$ cat config.mk
export PLATFORM = sky130hd
export DESIGN_NAME = ofc_regs
export DESIGN_NICKNAME = d
export VERILOG_FILES = /design/src/hdl/ofc_pkg.sv /design/src/hdl/ofc_op_timer.sv /design/src/hdl/ofc_nvm_rom.sv /design/src/hdl/ofc_regs.sv
export SDC_FILE = /design/constraint.sdc
export NUM_CORES = 1
export LEC_CHECK = 0
export ABC_CLOCK_PERIOD_IN_PS = 6400
export BUFFER_PORTS_ARGS = -buffer_cell sky130_fd_sc_hd__buf_4
export CAP_MARGIN = 20
export CELL_PAD_IN_SITES_DETAIL_PLACEMENT = 1
export CELL_PAD_IN_SITES_GLOBAL_PLACEMENT = 2
export CORE_AREA = 3 3 110 112
export DETAILED_ROUTE_END_ITERATION = 16
export DIE_AREA = 0 0 113 115
export GPL_TIMING_DRIVEN = 0
export PLACE_DENSITY = 0.95
export SLEW_MARGIN = 20
export SYNTH_ARGS = -nofsm -noshare
export SYNTH_HDL_FRONTEND = slang
export SYNTH_SLANG_ARGS = --single-unit
$ cat constraint.sdc
create_clock -name clk_i -period 6.4 [get_ports clk_i]
set_input_delay 1.28 -clock clk_i [delete_from_list [all_inputs] [get_ports clk_i]]
set_output_delay 1.28 -clock clk_i [all_outputs]
set_load 0.02 [all_outputs]
$ cat src/hdl/ofc_pkg.sv
// ---------------------------------------------------------------------------
// Shared constants for the oscillator frequency control register bank.
// ---------------------------------------------------------------------------
package ofc_pkg;

    // Byte register addresses as seen on the register port.
    localparam logic [7:0] ADDR_FREQ_B2 = 8'h10;
    localparam logic [7:0] ADDR_FREQ_B1 = 8'h11;
    localparam logic [7:0] ADDR_FREQ_B0 = 8'h12;
    localparam logic [7:0] ADDR_CTRL = 8'h87;
    localparam logic [7:0] ADDR_LOOP = 8'h89;

    // Bit positions inside the control and loop registers.
    localparam int CTRL_RST_BIT = 7;
    localparam int CTRL_NEWF_BIT = 6;
    localparam int CTRL_HOLDW_BIT = 5;
    localparam int CTRL_HOLDADC_BIT = 4;
    localparam int CTRL_RECALL_BIT = 0;
    localparam int LOOP_HOLD_BIT = 4;

    // Widths of the byte array, the frequency word and the ADC word.
    localparam int FREQ_BYTES = 3;
    localparam int FREQ_W = 24;
    localparam int VC_ADC_W = 12;

    // Reset values.
    localparam logic [7:0] FREQ_RESET = 8'h00;
    localparam logic [7:0] BYTE_ZERO = 8'h00;
    localparam logic [FREQ_W-1:0] WORD_RESET = 24'h000000;
    localparam logic [VC_ADC_W-1:0] ADC_RESET = 12'h000;

    // Timing of the internal logic reset.
    localparam int CLK_PERIOD_NS = 50;
    localparam int RST_TIME_NS = 1000;
    localparam int RST_CYCLES = (RST_TIME_NS + CLK_PERIOD_NS - 1) / CLK_PERIOD_NS;
    localparam int TMR_W = 6;
    localparam logic [TMR_W-1:0] TMR_LOAD = TMR_W'(RST_CYCLES);
    localparam logic [TMR_W-1:0] TMR_ZERO = 6'h00;
    localparam logic [TMR_W-1:0] TMR_ONE = 6'h01;

    // Non-volatile defaults, one per frequency byte, most significant first.
    localparam int NVM_AW = 2;
    localparam logic [NVM_AW-1:0] NVM_IDX_FIRST = 2'h0;
    localparam logic [NVM_AW-1:0] NVM_IDX_MID = 2'h1;
    localparam logic [NVM_AW-1:0] NVM_IDX_LAST = 2'h2;
    localparam logic [NVM_AW-1:0] RCL_STEP_END = 2'h3;
    localparam logic [NVM_AW-1:0] RCL_ONE = 2'h1;
    localparam logic [7:0] NVM_B2 = 8'h2a;
    localparam logic [7:0] NVM_B1 = 8'h5c;
    localparam logic [7:0] NVM_B0 = 8'h91;

    // Sequencer states; recall and reset each differ from idle in one bit.
    typedef enum logic [1:0] {
        OFC_IDLE = 2'b00,
        OFC_RECALL = 2'b01,
        OFC_RESET = 2'b10
    } ofc_state_t;

endpackage

$ cat src/hdl/ofc_op_timer.sv
// ---------------------------------------------------------------------------
// Down counter that times the internal logic reset.
// ---------------------------------------------------------------------------
module ofc_op_timer (
    // Clock and reset.
    input wire logic clk_i,
    input wire logic rst_n_i,
    // Control.
    input wire logic start_i,
    // Status.
    output logic busy_o,
    output logic done_o
);

    logic [ofc_pkg::TMR_W-1:0] cnt_q;
    logic [ofc_pkg::TMR_W-1:0] cnt_d;

    // A start while already busy is ignored so the length stays fixed.
    assign busy_o = (cnt_q != ofc_pkg::TMR_ZERO);
    assign done_o = (cnt_q == ofc_pkg::TMR_ONE);
    assign cnt_d = (start_i && !busy_o) ? ofc_pkg::TMR_LOAD :
                   busy_o ? cnt_q - ofc_pkg::TMR_ONE : cnt_q;

    // Counter register.
    always_ff @(posedge clk_i or negedge rst_n_i) begin
        if (!rst_n_i) begin
            cnt_q <= ofc_pkg::TMR_ZERO;
        end else begin
            cnt_q <= cnt_d;
        end
    end

endmodule

$ cat src/hdl/ofc_nvm_rom.sv
// ---------------------------------------------------------------------------
// Non-volatile default store with registered read data.
// ---------------------------------------------------------------------------
module ofc_nvm_rom (
    // Clock and reset.
    input wire logic clk_i,
    input wire logic rst_n_i,
    // Read port.
    input wire logic [ofc_pkg::NVM_AW-1:0] addr_i,
    output logic [7:0] rdata_o
);

    logic [7:0] rom_word;

    // Unused addresses return zero.
    assign rom_word = (addr_i == ofc_pkg::NVM_IDX_FIRST) ? ofc_pkg::NVM_B2 :
                      (addr_i == ofc_pkg::NVM_IDX_MID) ? ofc_pkg::NVM_B1 :
                      (addr_i == ofc_pkg::NVM_IDX_LAST) ? ofc_pkg::NVM_B0 : ofc_pkg::BYTE_ZERO;

    // Read data register, one cycle behind the address.
    always_ff @(posedge clk_i or negedge rst_n_i) begin
        if (!rst_n_i) begin
            rdata_o <= ofc_pkg::BYTE_ZERO;
        end else begin
            rdata_o <= rom_word;
        end
    end

endmodule

$ cat src/hdl/ofc_regs.sv
// Contract
// RULE1: The three low frequency bytes [23:16], [15:8] and [7:0] are read/write registers that feed the word.
// RULE2: Setting control bit 7 resets all internal logic and floats the clock output meanwhile; here the held ADC word and read data are not reset.
// RULE3: Control bit 7 returns to zero by itself when the internal reset is over.
// RULE4: The internal reset also resets the serial interface, so hosts should not use it to restart.
// RULE5: Writing one to control bit 6 tells the synthesizer loop to take up the new frequency.
// RULE6: Control bit 6 clears itself once the loop reports the new frequency applied.
// RULE7: While control bit 5 is set the frequency word seen by the oscillator stays fixed.
// RULE8: While control bit 4 is set the control-voltage ADC word is held constant.
// RULE9: Control bits 7, 6, 1 and 0 reset to zero, and bits 3 to 1 always read zero.
// RULE10: Writing one to control bit 0 copies the non-volatile defaults into the registers; zero does nothing.
// RULE11: Control bit 0 clears itself when that copy is done.
// RULE12: A recall reloads the registers without touching the serial interface.
// RULE13: While loop register bit 4 is set the synthesizer loop is frozen.
// RULE14: To retune, the host freezes the loop, writes the word, unfreezes, sets bit 6 and waits for it to clear.
module ofc_regs (
    // Clock and reset.
    input wire logic clk_i,
    input wire logic rst_n_i,
    // Register port from the serial interface.
    input wire logic [7:0] addr_i,
    input wire logic wr_i,
    input wire logic [7:0] wr_data_i,
    input wire logic rd_i,
    output logic [7:0] rd_data_o,
    output logic serial_if_reset_o,
    // Synthesizer loop side.
    input wire logic freq_applied_i,
    output logic apply_frequency_flag_o,
    output logic hold_synth_loop_o,
    output logic [ofc_pkg::FREQ_W-1:0] ref_freq_word_o,
    // Control-voltage ADC.
    input wire logic [ofc_pkg::VC_ADC_W-1:0] vc_adc_word_i,
    output logic hold_vc_adc_word_o,
    output logic [ofc_pkg::VC_ADC_W-1:0] vc_adc_word_o,
    // Clock output driver.
    output logic clk_out_oe_n_o
);

    localparam int RST_LEN = ofc_pkg::RST_CYCLES + 1;

    // ------------------------------------------------------------------
    // Declarations.
    // ------------------------------------------------------------------
    ofc_pkg::ofc_state_t state_q;
    ofc_pkg::ofc_state_t state_d;
    logic [7:0] freq_q [ofc_pkg::FREQ_BYTES];
    logic [ofc_pkg::NVM_AW-1:0] rcl_idx_q;
    logic [ofc_pkg::NVM_AW-1:0] rcl_idx_d;
    logic newf_q;
    logic newf_d;
    logic holdw_q;
    logic holdadc_q;
    logic loop_q;
    logic [ofc_pkg::FREQ_W-1:0] word_q;
    logic [ofc_pkg::VC_ADC_W-1:0] adc_q;
    logic [7:0] rdata_q;
    logic [7:0] rom_rdata;
    logic in_rst;
    logic in_rcl;
    logic wr_ok;
    logic wr_ctrl;
    logic wr_loop;
    logic rst_req;
    logic rcl_req;
    logic rcl_load;
    logic rcl_end;
    logic tmr_busy;
    logic tmr_done;
    logic [7:0] ctrl_rb;
    logic [7:0] loop_rb;
    logic [7:0] rd_mux;
    logic [ofc_pkg::FREQ_W-1:0] shadow_word;

    // ------------------------------------------------------------------
    // Decode.
    // ------------------------------------------------------------------

    // Writes are dropped while the internal reset runs, since the bytes, word, control and loop bits are held in reset.
    assign in_rst = (state_q == ofc_pkg::OFC_RESET);
    assign in_rcl = (state_q == ofc_pkg::OFC_RECALL);
    assign wr_ok = wr_i && !in_rst;
    assign wr_ctrl = wr_ok && (addr_i == ofc_pkg::ADDR_CTRL);
    assign wr_loop = wr_ok && (addr_i == ofc_pkg::ADDR_LOOP);
    assign rst_req = wr_ctrl && wr_data_i[ofc_pkg::CTRL_RST_BIT] && (state_q == ofc_pkg::OFC_IDLE);
    assign rcl_req = wr_ctrl && wr_data_i[ofc_pkg::CTRL_RECALL_BIT] && (state_q == ofc_pkg::OFC_IDLE);
    assign rcl_load = in_rcl && (rcl_idx_q != ofc_pkg::NVM_IDX_FIRST);
    assign rcl_end = in_rcl && (rcl_idx_q == ofc_pkg::RCL_STEP_END);

    // The self-clearing reset and recall bits read back from the sequencer state.
    assign ctrl_rb = {in_rst, newf_q, holdw_q, holdadc_q, 3'h0, in_rcl}; // see RULE9
    assign loop_rb = {3'h0, loop_q, 4'h0};
    assign rd_mux = (addr_i == ofc_pkg::ADDR_FREQ_B2) ? freq_q[0] :
                    (addr_i == ofc_pkg::ADDR_FREQ_B1) ? freq_q[1] :
                    (addr_i == ofc_pkg::ADDR_FREQ_B0) ? freq_q[2] :
                    (addr_i == ofc_pkg::ADDR_CTRL) ? ctrl_rb :
                    (addr_i == ofc_pkg::ADDR_LOOP) ? loop_rb : ofc_pkg::BYTE_ZERO;
    assign shadow_word = {freq_q[0], freq_q[1], freq_q[2]};

    // ------------------------------------------------------------------
    // Helpers.
    // ------------------------------------------------------------------
    ofc_op_timer u_timer (
        .clk_i(clk_i),
        .rst_n_i(rst_n_i),
        .start_i(rst_req),
        .busy_o(tmr_busy),
        .done_o(tmr_done)
    );

    ofc_nvm_rom u_nvm (
        .clk_i(clk_i),
        .rst_n_i(rst_n_i),
        .addr_i(rcl_idx_q),
        .rdata_o(rom_rdata)
    );

    // ------------------------------------------------------------------
    // Sequencer.
    // ------------------------------------------------------------------

    // Reset wins over recall when both bits are written together.
    always_comb begin
        state_d = state_q;
        rcl_idx_d = rcl_idx_q;
        case (state_q)
            ofc_pkg::OFC_IDLE: begin
                rcl_idx_d = ofc_pkg::NVM_IDX_FIRST;
                if (rst_req) begin
                    state_d = ofc_pkg::OFC_RESET; // see RULE2
                end else if (rcl_req) begin
                    state_d = ofc_pkg::OFC_RECALL; // see RULE10
                end
            end
            ofc_pkg::OFC_RECALL: begin
                rcl_idx_d = rcl_idx_q + ofc_pkg::RCL_ONE;
                if (rcl_end) begin
                    state_d = ofc_pkg::OFC_IDLE; // see RULE11
                end
            end
            ofc_pkg::OFC_RESET: begin
                if (tmr_done || !tmr_busy) begin
                    state_d = ofc_pkg::OFC_IDLE; // see RULE3
                end
            end
            default: begin
                state_d = ofc_pkg::OFC_IDLE;
            end
        endcase
    end

    // State register.
    always_ff @(posedge clk_i or negedge rst_n_i) begin
        if (!rst_n_i) begin
            state_q <= ofc_pkg::OFC_IDLE;
            rcl_idx_q <= ofc_pkg::NVM_IDX_FIRST;
        end else begin
            state_q <= state_d;
            rcl_idx_q <= rcl_idx_d;
        end
    end

    // ------------------------------------------------------------------
    // Frequency bytes.
    // ------------------------------------------------------------------

    // A recall load beats a host write that lands in the same cycle.
    for (genvar g = 0; g < ofc_pkg::FREQ_BYTES; g++) begin : g_freq
        localparam logic [7:0] BYTE_ADDR = ofc_pkg::ADDR_FREQ_B2 + 8'(g);
        localparam logic [ofc_pkg::NVM_AW-1:0] LOAD_STEP = ofc_pkg::NVM_AW'(g + 1);
        logic hit_wr;
        logic hit_load;
        assign hit_wr = wr_ok && (addr_i == BYTE_ADDR);
        assign hit_load = rcl_load && (rcl_idx_q == LOAD_STEP);
        always_ff @(posedge clk_i or negedge rst_n_i) begin
            if (!rst_n_i) begin
                freq_q[g] <= ofc_pkg::FREQ_RESET;
            end else if (in_rst) begin
                freq_q[g] <= ofc_pkg::FREQ_RESET; // see RULE2
            end else if (hit_load) begin
                freq_q[g] <= rom_rdata; // see RULE10
            end else if (hit_wr) begin
                freq_q[g] <= wr_data_i; // see RULE1
            end
        end
    end

    // ------------------------------------------------------------------
    // Control bits.
    // ------------------------------------------------------------------

    // A new request beats a completion in the same cycle so it is not lost.
    assign newf_d = (wr_ctrl && wr_data_i[ofc_pkg::CTRL_NEWF_BIT]) ? 1'b1 : // see RULE5
                    freq_applied_i ? 1'b0 : newf_q; // see RULE6

    // Control and loop bit registers, cleared by the internal reset too.
    always_ff @(posedge clk_i or negedge rst_n_i) begin
        if (!rst_n_i) begin
            newf_q <= 1'b0;
            holdw_q <= 1'b0;
            holdadc_q <= 1'b0;
            loop_q <= 1'b0;
        end else if (in_rst) begin
            newf_q <= 1'b0;
            holdw_q <= 1'b0;
            holdadc_q <= 1'b0;
            loop_q <= 1'b0;
        end else begin
            newf_q <= newf_d;
            if (wr_ctrl) begin
                holdw_q <= wr_data_i[ofc_pkg::CTRL_HOLDW_BIT];
                holdadc_q <= wr_data_i[ofc_pkg::CTRL_HOLDADC_BIT];
            end
            if (wr_loop) begin
                loop_q <= wr_data_i[ofc_pkg::LOOP_HOLD_BIT]; // see RULE13
            end
        end
    end

    // ------------------------------------------------------------------
    // Held words and read data.
    // ------------------------------------------------------------------

    // The oscillator sees the byte registers only while the word is not held.
    always_ff @(posedge clk_i or negedge rst_n_i) begin
        if (!rst_n_i) begin
            word_q <= ofc_pkg::WORD_RESET;
            adc_q <= ofc_pkg::ADC_RESET;
            rdata_q <= ofc_pkg::BYTE_ZERO;
        end else begin
            if (in_rst) begin
                word_q <= ofc_pkg::WORD_RESET;
            end else if (!holdw_q) begin
                word_q <= shadow_word; // see RULE7
            end
            if (!holdadc_q) begin
                adc_q <= vc_adc_word_i; // see RULE8
            end
            if (rd_i) begin
                rdata_q <= rd_mux;
            end
        end
    end

    // Outputs; the serial front end is reset only by the internal reset.
    assign rd_data_o = rdata_q;
    assign ref_freq_word_o = word_q;
    assign vc_adc_word_o = adc_q;
    assign apply_frequency_flag_o = newf_q;
    assign hold_vc_adc_word_o = holdadc_q;
    assign hold_synth_loop_o = loop_q;
    assign serial_if_reset_o = in_rst; // see RULE4 RULE12
    assign clk_out_oe_n_o = in_rst; // see RULE2

    // ------------------------------------------------------------------
    // Assertions.
    // ------------------------------------------------------------------
    property p_freq_wr;
        @(posedge clk_i) disable iff (!rst_n_i)
        (wr_ok && !in_rcl && (addr_i == ofc_pkg::ADDR_FREQ_B0)) |=> (freq_q[2] == $past(wr_data_i));
    endproperty
    a_freq_wr: assert property (p_freq_wr) else $error("frequency byte write lost"); // see RULE1

    property p_rst_hiz;
        @(posedge clk_i) disable iff (!rst_n_i)
        rst_req |=> (clk_out_oe_n_o && serial_if_reset_o) [*8];
    endproperty
    a_rst_hiz: assert property (p_rst_hiz) else $error("clock output driven during internal reset"); // see RULE2

    property p_rst_clear;
        @(posedge clk_i) disable iff (!rst_n_i)
        rst_req |=> ctrl_rb[ofc_pkg::CTRL_RST_BIT] ##[1:RST_LEN] !ctrl_rb[ofc_pkg::CTRL_RST_BIT];
    endproperty
    a_rst_clear: assert property (p_rst_clear) else $error("reset bit did not clear"); // see RULE3

    property p_recall_ser;
        @(posedge clk_i) disable iff (!rst_n_i)
        in_rcl |-> !serial_if_reset_o && !clk_out_oe_n_o;
    endproperty
    a_recall_ser: assert property (p_recall_ser) else $error("recall disturbed serial interface"); // see RULE12

    property p_newf_set;
        @(posedge clk_i) disable iff (!rst_n_i)
        (wr_ctrl && wr_data_i[ofc_pkg::CTRL_NEWF_BIT]) |=> apply_frequency_flag_o;
    endproperty
    a_newf_set: assert property (p_newf_set) else $error("new frequency flag not set"); // see RULE5

    property p_newf_clear;
        @(posedge clk_i) disable iff (!rst_n_i)
        (apply_frequency_flag_o && freq_applied_i && !wr_ctrl) |=> !apply_frequency_flag_o;
    endproperty
    a_newf_clear: assert property (p_newf_clear) else $error("new frequency flag not cleared"); // see RULE6

    property p_hold_word;
        @(posedge clk_i) disable iff (!rst_n_i)
        (holdw_q && !in_rst) |=> $stable(ref_freq_word_o);
    endproperty
    a_hold_word: assert property (p_hold_word) else $error("frequency word moved while held"); // see RULE7

    property p_hold_adc;
        @(posedge clk_i) disable iff (!rst_n_i)
        holdadc_q |=> $stable(vc_adc_word_o);
    endproperty
    a_hold_adc: assert property (p_hold_adc) else $error("ADC word moved while held"); // see RULE8

    property p_ctrl_zero;
        @(posedge clk_i) disable iff (!rst_n_i)
        (rd_i && (addr_i == ofc_pkg::ADDR_CTRL)) |=> (rd_data_o[3:1] == 3'h0);
    endproperty
    a_ctrl_zero: assert property (p_ctrl_zero) else $error("control bits 3 to 1 not zero"); // see RULE9

    property p_recall_copy;
        @(posedge clk_i) disable iff (!rst_n_i)
        rcl_req |=> ##4 (shadow_word == {ofc_pkg::NVM_B2, ofc_pkg::NVM_B1, ofc_pkg::NVM_B0});
    endproperty
    a_recall_copy: assert property (p_recall_copy) else $error("recall did not copy defaults"); // see RULE10

    property p_recall_clear;
        @(posedge clk_i) disable iff (!rst_n_i)
        rcl_req |=> ctrl_rb[ofc_pkg::CTRL_RECALL_BIT] [*4] ##1 !ctrl_rb[ofc_pkg::CTRL_RECALL_BIT];
    endproperty
    a_recall_clear: assert property (p_recall_clear) else $error("recall bit did not clear"); // see RULE11

    property p_loop_hold;
        @(posedge clk_i) disable iff (!rst_n_i)
        wr_loop |=> (hold_synth_loop_o == $past(wr_data_i[ofc_pkg::LOOP_HOLD_BIT]));
    endproperty
    a_loop_hold: assert property (p_loop_hold) else $error("loop hold bit wrong"); // see RULE13

endmodule

After elaboration in Yosys (flattened, before gate mapping)

Cells that the tools add are included.
W data, S select, Z words.

Latch bits: 0
RAM bits: 0
Output and inout port bits: 49
Input port bits: 33
Bits in read-only memories: 0
Register bits after elaboration: 90
Memories kept: 0

Div/mod/pow operators: 0
Multiply operators: 0
Equality and inequality tests: 15
Muxes and demuxes: 36
Reductions and logical operators: 33
$add $sub $neg: 2
Shift-type cells: 0
$lt $le $gt $ge: 0
Bitwise operators: 0

Operator list:

| cell                  | count |
|---|---|
| $mux W8               | 16 |
| $mux W24              | 2 |
| $eq A8 B5 Y1 const B  | 3 |
| $logic_and A1 B1 Y1   | 17 |
| $eq A8 B8 Y1 const B  | 2 |
| $mux W6               | 2 |
| $reduce_bool A3 Y1    | 4 |
| $reduce_bool A2 Y1    | 5 |
| $mux W1               | 9 |
| $mux W2               | 4 |
| $eq A2 B2 Y1 const B  | 3 |
| $eq A6 B1 Y1 const B  | 1 |
| $ne A2 B1 Y1 const B  | 3 |
| $pmux W2 S3           | 1 |
| $reduce_bool A6 Y1    | 1 |
| $sub A6 B1 Y6 const B | 1 |
| $mux W5               | 1 |
| $eq A2 B1 Y1 const B  | 2 |
| $logic_not A2 Y1      | 2 |
| $pmux W2 S2           | 1 |
| $ne A3 B2 Y1 const B  | 1 |
| $reduce_and A3 Y1     | 1 |
| $add A2 B1 Y2 const B | 1 |
| $logic_not A1 Y1      | 2 |
| $logic_or A1 B1 Y1    | 1 |

Longest topological paths before layout

Depth in word-level cells: 9
Gate-level depth with buffers: 7
Depth with buffers taken out: 6

By module

A second synthesis with hierarchy kept.

Cell total of the unflattened synthesis: 393
Area, all modules: 4322.9 sq um

By module, submodules not included:

| module       | area each (sq um) | cells an instance | instances |
|---|---|---|---|
| ofc_regs     | 3778.6            | 344               | 1 |
| ofc_op_timer | 345.3             | 35                | 1 |
| ofc_nvm_rom  | 198.9             | 14                | 1 |

Worst setup path after synthesis

Ideal clock, no wire load.

Path kind: flip-flop to output port
From: register state_q[1]
To: output port serial_if_reset_o
Arrival: 2076 ps
Setup slack: 3044 ps
Path buffers: 5
Data required time: 5120 ps
Stages on the path, launching flop included: 7
Cells stage by stage: dfrtp_1 -> clkbuf_1 -> nor2b_1 -> clkbuf_1 -> buf_1 -> buf_1 -> buf_4

Word-level cells in the longest chain between the ends: 1

RTL lines:

| item                   | RTL line        | text |
|---|---|---|
| from (decl)            | ofc_regs.sv:45  | `ofc_pkg::ofc_state_t state_q;` |
| from (signal assigned) | ofc_regs.sv:155 | `state_q <= ofc_pkg::OFC_IDLE;` |
| from (signal assigned) | ofc_regs.sv:158 | `state_q <= state_d;` |
| $eq A2 B2 Y1           | ofc_regs.sv:80  | `assign in_rst = (state_q == ofc_pkg::OFC_RESET);` |
| to (decl)              | ofc_regs.sv:26  | `output logic serial_if_reset_o,` |

Every way passes these cells.

Worst setup path in the final report

Same ends and word-level chain as after synthesis.

==> parameters.txt <==
Parameter                              Value

Clock network
  Clock-pin slew on the worst setup and hold paths    0.06 ns
  Number of buffers inserted by hold repair at cts    0
  Cells resized by post-CTS repair    0
  Worst-case clock buffer depth    2
  Buffers inserted during post-CTS setup optimization    0
  Number of sinks handled by clock tree synthesis    87
  Worst-skew pair later-pin latency    around 0.34 ns
  Root Buffer    clkbuf_16
  TritonCTS clock tree    built
  Number of CTS-inserted buffers    9
  H-tree Lvls    3

Final layout
  Summed area of non-filler cells in the final layout    roughly 5300 um^2
  Layout Area Growth over Synthesis    25.4%
  Post-Layout Cell Count    620
  Fraction of the core area covered by cells at the end of the flow    0.468
  Nets    ~510
  Fraction of final layout cells sized beyond drive strength 1    0.308
  Area of all sequential standard cells    ~2200 um^2
  Multi-input gate area    around 1900 um^2
  Fill cell instance count of the final layout    1281
  Antenna diode count    0

Setup path
  Worst Reg2Reg Path Length in Cells    6
  R2R setup slack    around 3.6 ns
  Critical path fanouts, max    11
  Worst Path Class, Setup    reg2out
  Data arrival time of the worst path    3.14 ns
  Startpoint types    register
  CP Capture Type    output port
  Required arrival time at the worst endpoint    5.12 ns

Power
  VDD IR-drop max    0.184 mV
  PD cells    ~370 nW/um^2
  Leakage    0.00235 uW

STA
  Final number of hold-violating endpoints    0
  Unrepaired setup endpoints after global routing    no
  Final-report max-slew violation count    0
  Endpoints failing setup    0
  Normalized max-slew margin    0.310
  Achievable Freq    roughly 230 MHz
  Final critical delay including setup and external delays    4.42 ns
  Final cycle utilization of the critical path    0.690
  Worst setup skew after layout    slightly below 0.006 ns
  TNS Setup    0 ns
  Least-Margin Pin Slew    1.02 ns

Placement
  Final weighted congestion in routability-driven placement    0.800
  Cell area after placement    between 5000 and 6000 um^2
  Cells after DPL    604
  Buffers on Ports    81
  Detailed placement HPWL    between 8000 and 9000 um

Yosys
  Post-synthesis instance area    around 4200 um^2
  Number of nets produced by synthesis    421
  Netlist cell types    46
  Synthesis Warnings    0
  Average footprint of a synthesized cell    11.1 um^2
  Gate count of the mapped netlist    380
  Flops & latches, synth    87
  Sequential element share of the synthesized area    0.516

Detailed routing
  Residual DRC count    0
  Routed length per placed instance    ~19 um
  Via count    3260
  First-pass detailed-route iteration total    4
  Detailed-route vias per instance    5.26
  Detailed router's first-iteration violation count    147
  Antenna violation net count after detailed routing    0
  Total routed wirelength    11700 um

Die
  Total Die Area    13000 um^2
  Floorplan row count    39
  Die span in y    between 100 and 150 um
  Placeable core region    11300 um^2
  Width of the die    113 um
  Initial standard-cell utilization of the core    0.373
  Boundary Pins    a little over 80

Global route
  Total overflow reported by the global router    0
  Maximum number of pins on one net before global-route repair    88
  Number of antenna violations at the first check in global routing    0
  Via count of the first global-routing pass    3503
  Total global routing track utilization    0.186
  Global-route wire length before repair    18900 um

Run
  Number of max-cap violations    0

Status
  Result of the run    completed

Min path
  Path class of the lowest-slack min-delay path    reg2reg
  Worst Hold Depth    1
critical path, cell delays in order (launching register included):
cell	delay, ns
dfrtp_1	0.37
clkbuf_1	0.34
nor2b_1	0.35
clkbuf_1	0.38
buf_1	0.44
buf_1	0.57
buf_4	0.21
buf_4	0.13
cell usage after synthesis, drive strengths merged:
cell type	number	area share
or2b	3	0.0053
nor4	2	0.0030
a32oi	5	0.010
o2111ai	3	0.0062
ha	8	0.024
xor2	1	0.0021
buf	10	0.010
nor3b	2	0.0036
nor4bb	4	0.0095
mux2i	41	0.097
or3	2	0.0030
and3	1	0.0015
and2b	1	0.0018
a311oi	1	0.0036
nor2b	5	0.0074
and2	1	0.0015
nand4bb	1	0.0027
mux2	39	0.10
nor4b	3	0.0062
or2	3	0.0044
o221ai	1	0.0021
xnor2	1	0.0021
nor2	46	0.041
nand2b	6	0.0089
nand3	2	0.0024
dfrtp	87	0.52
o21ai	15	0.020
inv	19	0.017
o22ai	6	0.0089
nor3	1	0.0024
a32o	1	0.0024
a31oi	1	0.0015
clkbuf	13	0.012
a2111oi	1	0.0021
or3b	1	0.0021
and3b	1	0.0021
nand2	19	0.017
or4b	3	0.0080
a21oi	16	0.019
a22o	2	0.0041
nand4	2	0.0030
state kept, by name, indices dropped and copies added (netlist names):
register and flops:
apply_frequency_flag_o 1, hold_vc_adc_word_o 1, rd_data_o 8, u_timer.cnt_q 6, ref_freq_word_o 24, state_q 2
rcl_idx_q 2, freq_q 24, holdw_q 1, u_nvm.rdata_o 5, hold_synth_loop_o 1, vc_adc_word_o 12
cell families after synthesis:
group           after synthesis  synth area share
flops                        87             0.516
buf+inv                      42            0.0385
fa+ha+maj                     8            0.0237
mux                          80             0.201
xor+xnor                      2           0.00415
compound gates               52            0.0806
simple gates                109             0.136
cell usage in the layout, fill, tap and decap left out, types with 2 or more instances in the layout:
master and count:
a21oi_1 16, a22o_1 2, a32oi_1 5, buf_1 8, buf_4 81, clkbuf_1 13
clkbuf_16 9, clkinv_4 2, dfrtp_1 87, ha_1 8, inv_1 19, inv_6 3
mux2_2 39, mux2i_1 41, nand2_1 19, nand2b_1 6, nand3_1 2, nand4_1 2
nor2_1 46, nor2b_1 5, nor3b_1 2, nor4_1 2, nor4b_1 3, nor4bb_1 4
o2111ai_1 3, o21ai_0 14, o22ai_1 6, or2_2 3, or2b_1 3, or3_1 2
area by class of cell:
type,count,area share
Sequential cell,87,0.411
Multi-Input combinational cell,251,0.356
Timing Repair Buffer,81,0.116
Clock buffer,9,0.0425
Tap cell,143,0.0338
Buffer,23,0.0172
Inverter,19,0.0135
Clock inverter,7,0.0106
worst paths after layout:
kind | start | end
max | state_q[1]$_DFFE_PN0P_ | serial_if_reset_o
min | u_timer.cnt_q[3]$_DFFE_PN0P_ | u_timer.cnt_q[3]$_DFFE_PN0P_
max reg2reg | rcl_idx_q[0]$_DFFE_PN0P_ | freq_q[10]$_DFFE_PN0P_
min reg2reg | u_timer.cnt_q[3]$_DFFE_PN0P_ | u_timer.cnt_q[3]$_DFFE_PN0P_
max in group asynchronous | rst_n_i | u_timer.cnt_q[4]$_DFFE_PN0P_
min in group asynchronous | rst_n_i | ref_freq_word_o[21]$_DFFE_PN0P_
metal layers:
metal | GRT usage | wire (um)
met1 | 0.246 | 5140
met2 | 0.318 | 5890
met3 | 0.0353 | 467
met4 | 0.0457 | 155
met5 | 0 | 0
per-stage QoR:
step           setup WS (ns)  hold slack (ns)  power, uW
2_1_floorplan           3.04            0.465       1190
3_3_place_gp            2.42            0.482       1440
3_5_place_dp            2.41            0.488       1480
4_1_cts                 2.01            0.497       1990
5_1_grt                 1.75            0.534       2090
6_report                1.98            0.496       1970
power by group:
| part | internal, uW | switching (uW) | leakage (uW) | total (uW) |
|---|---|---|---|---|
| Sequential | 727 | 150 | 0.00110 | 877 |
| Combinational | 283 | 305 | 0.00112 | 588 |
| Clock | 268 | 234 | 0.000137 | 502 |
| Total | 1280 | 689 | 0.00235 | 1970 |
No activity file was read; power rests on OpenSTA's default activity.
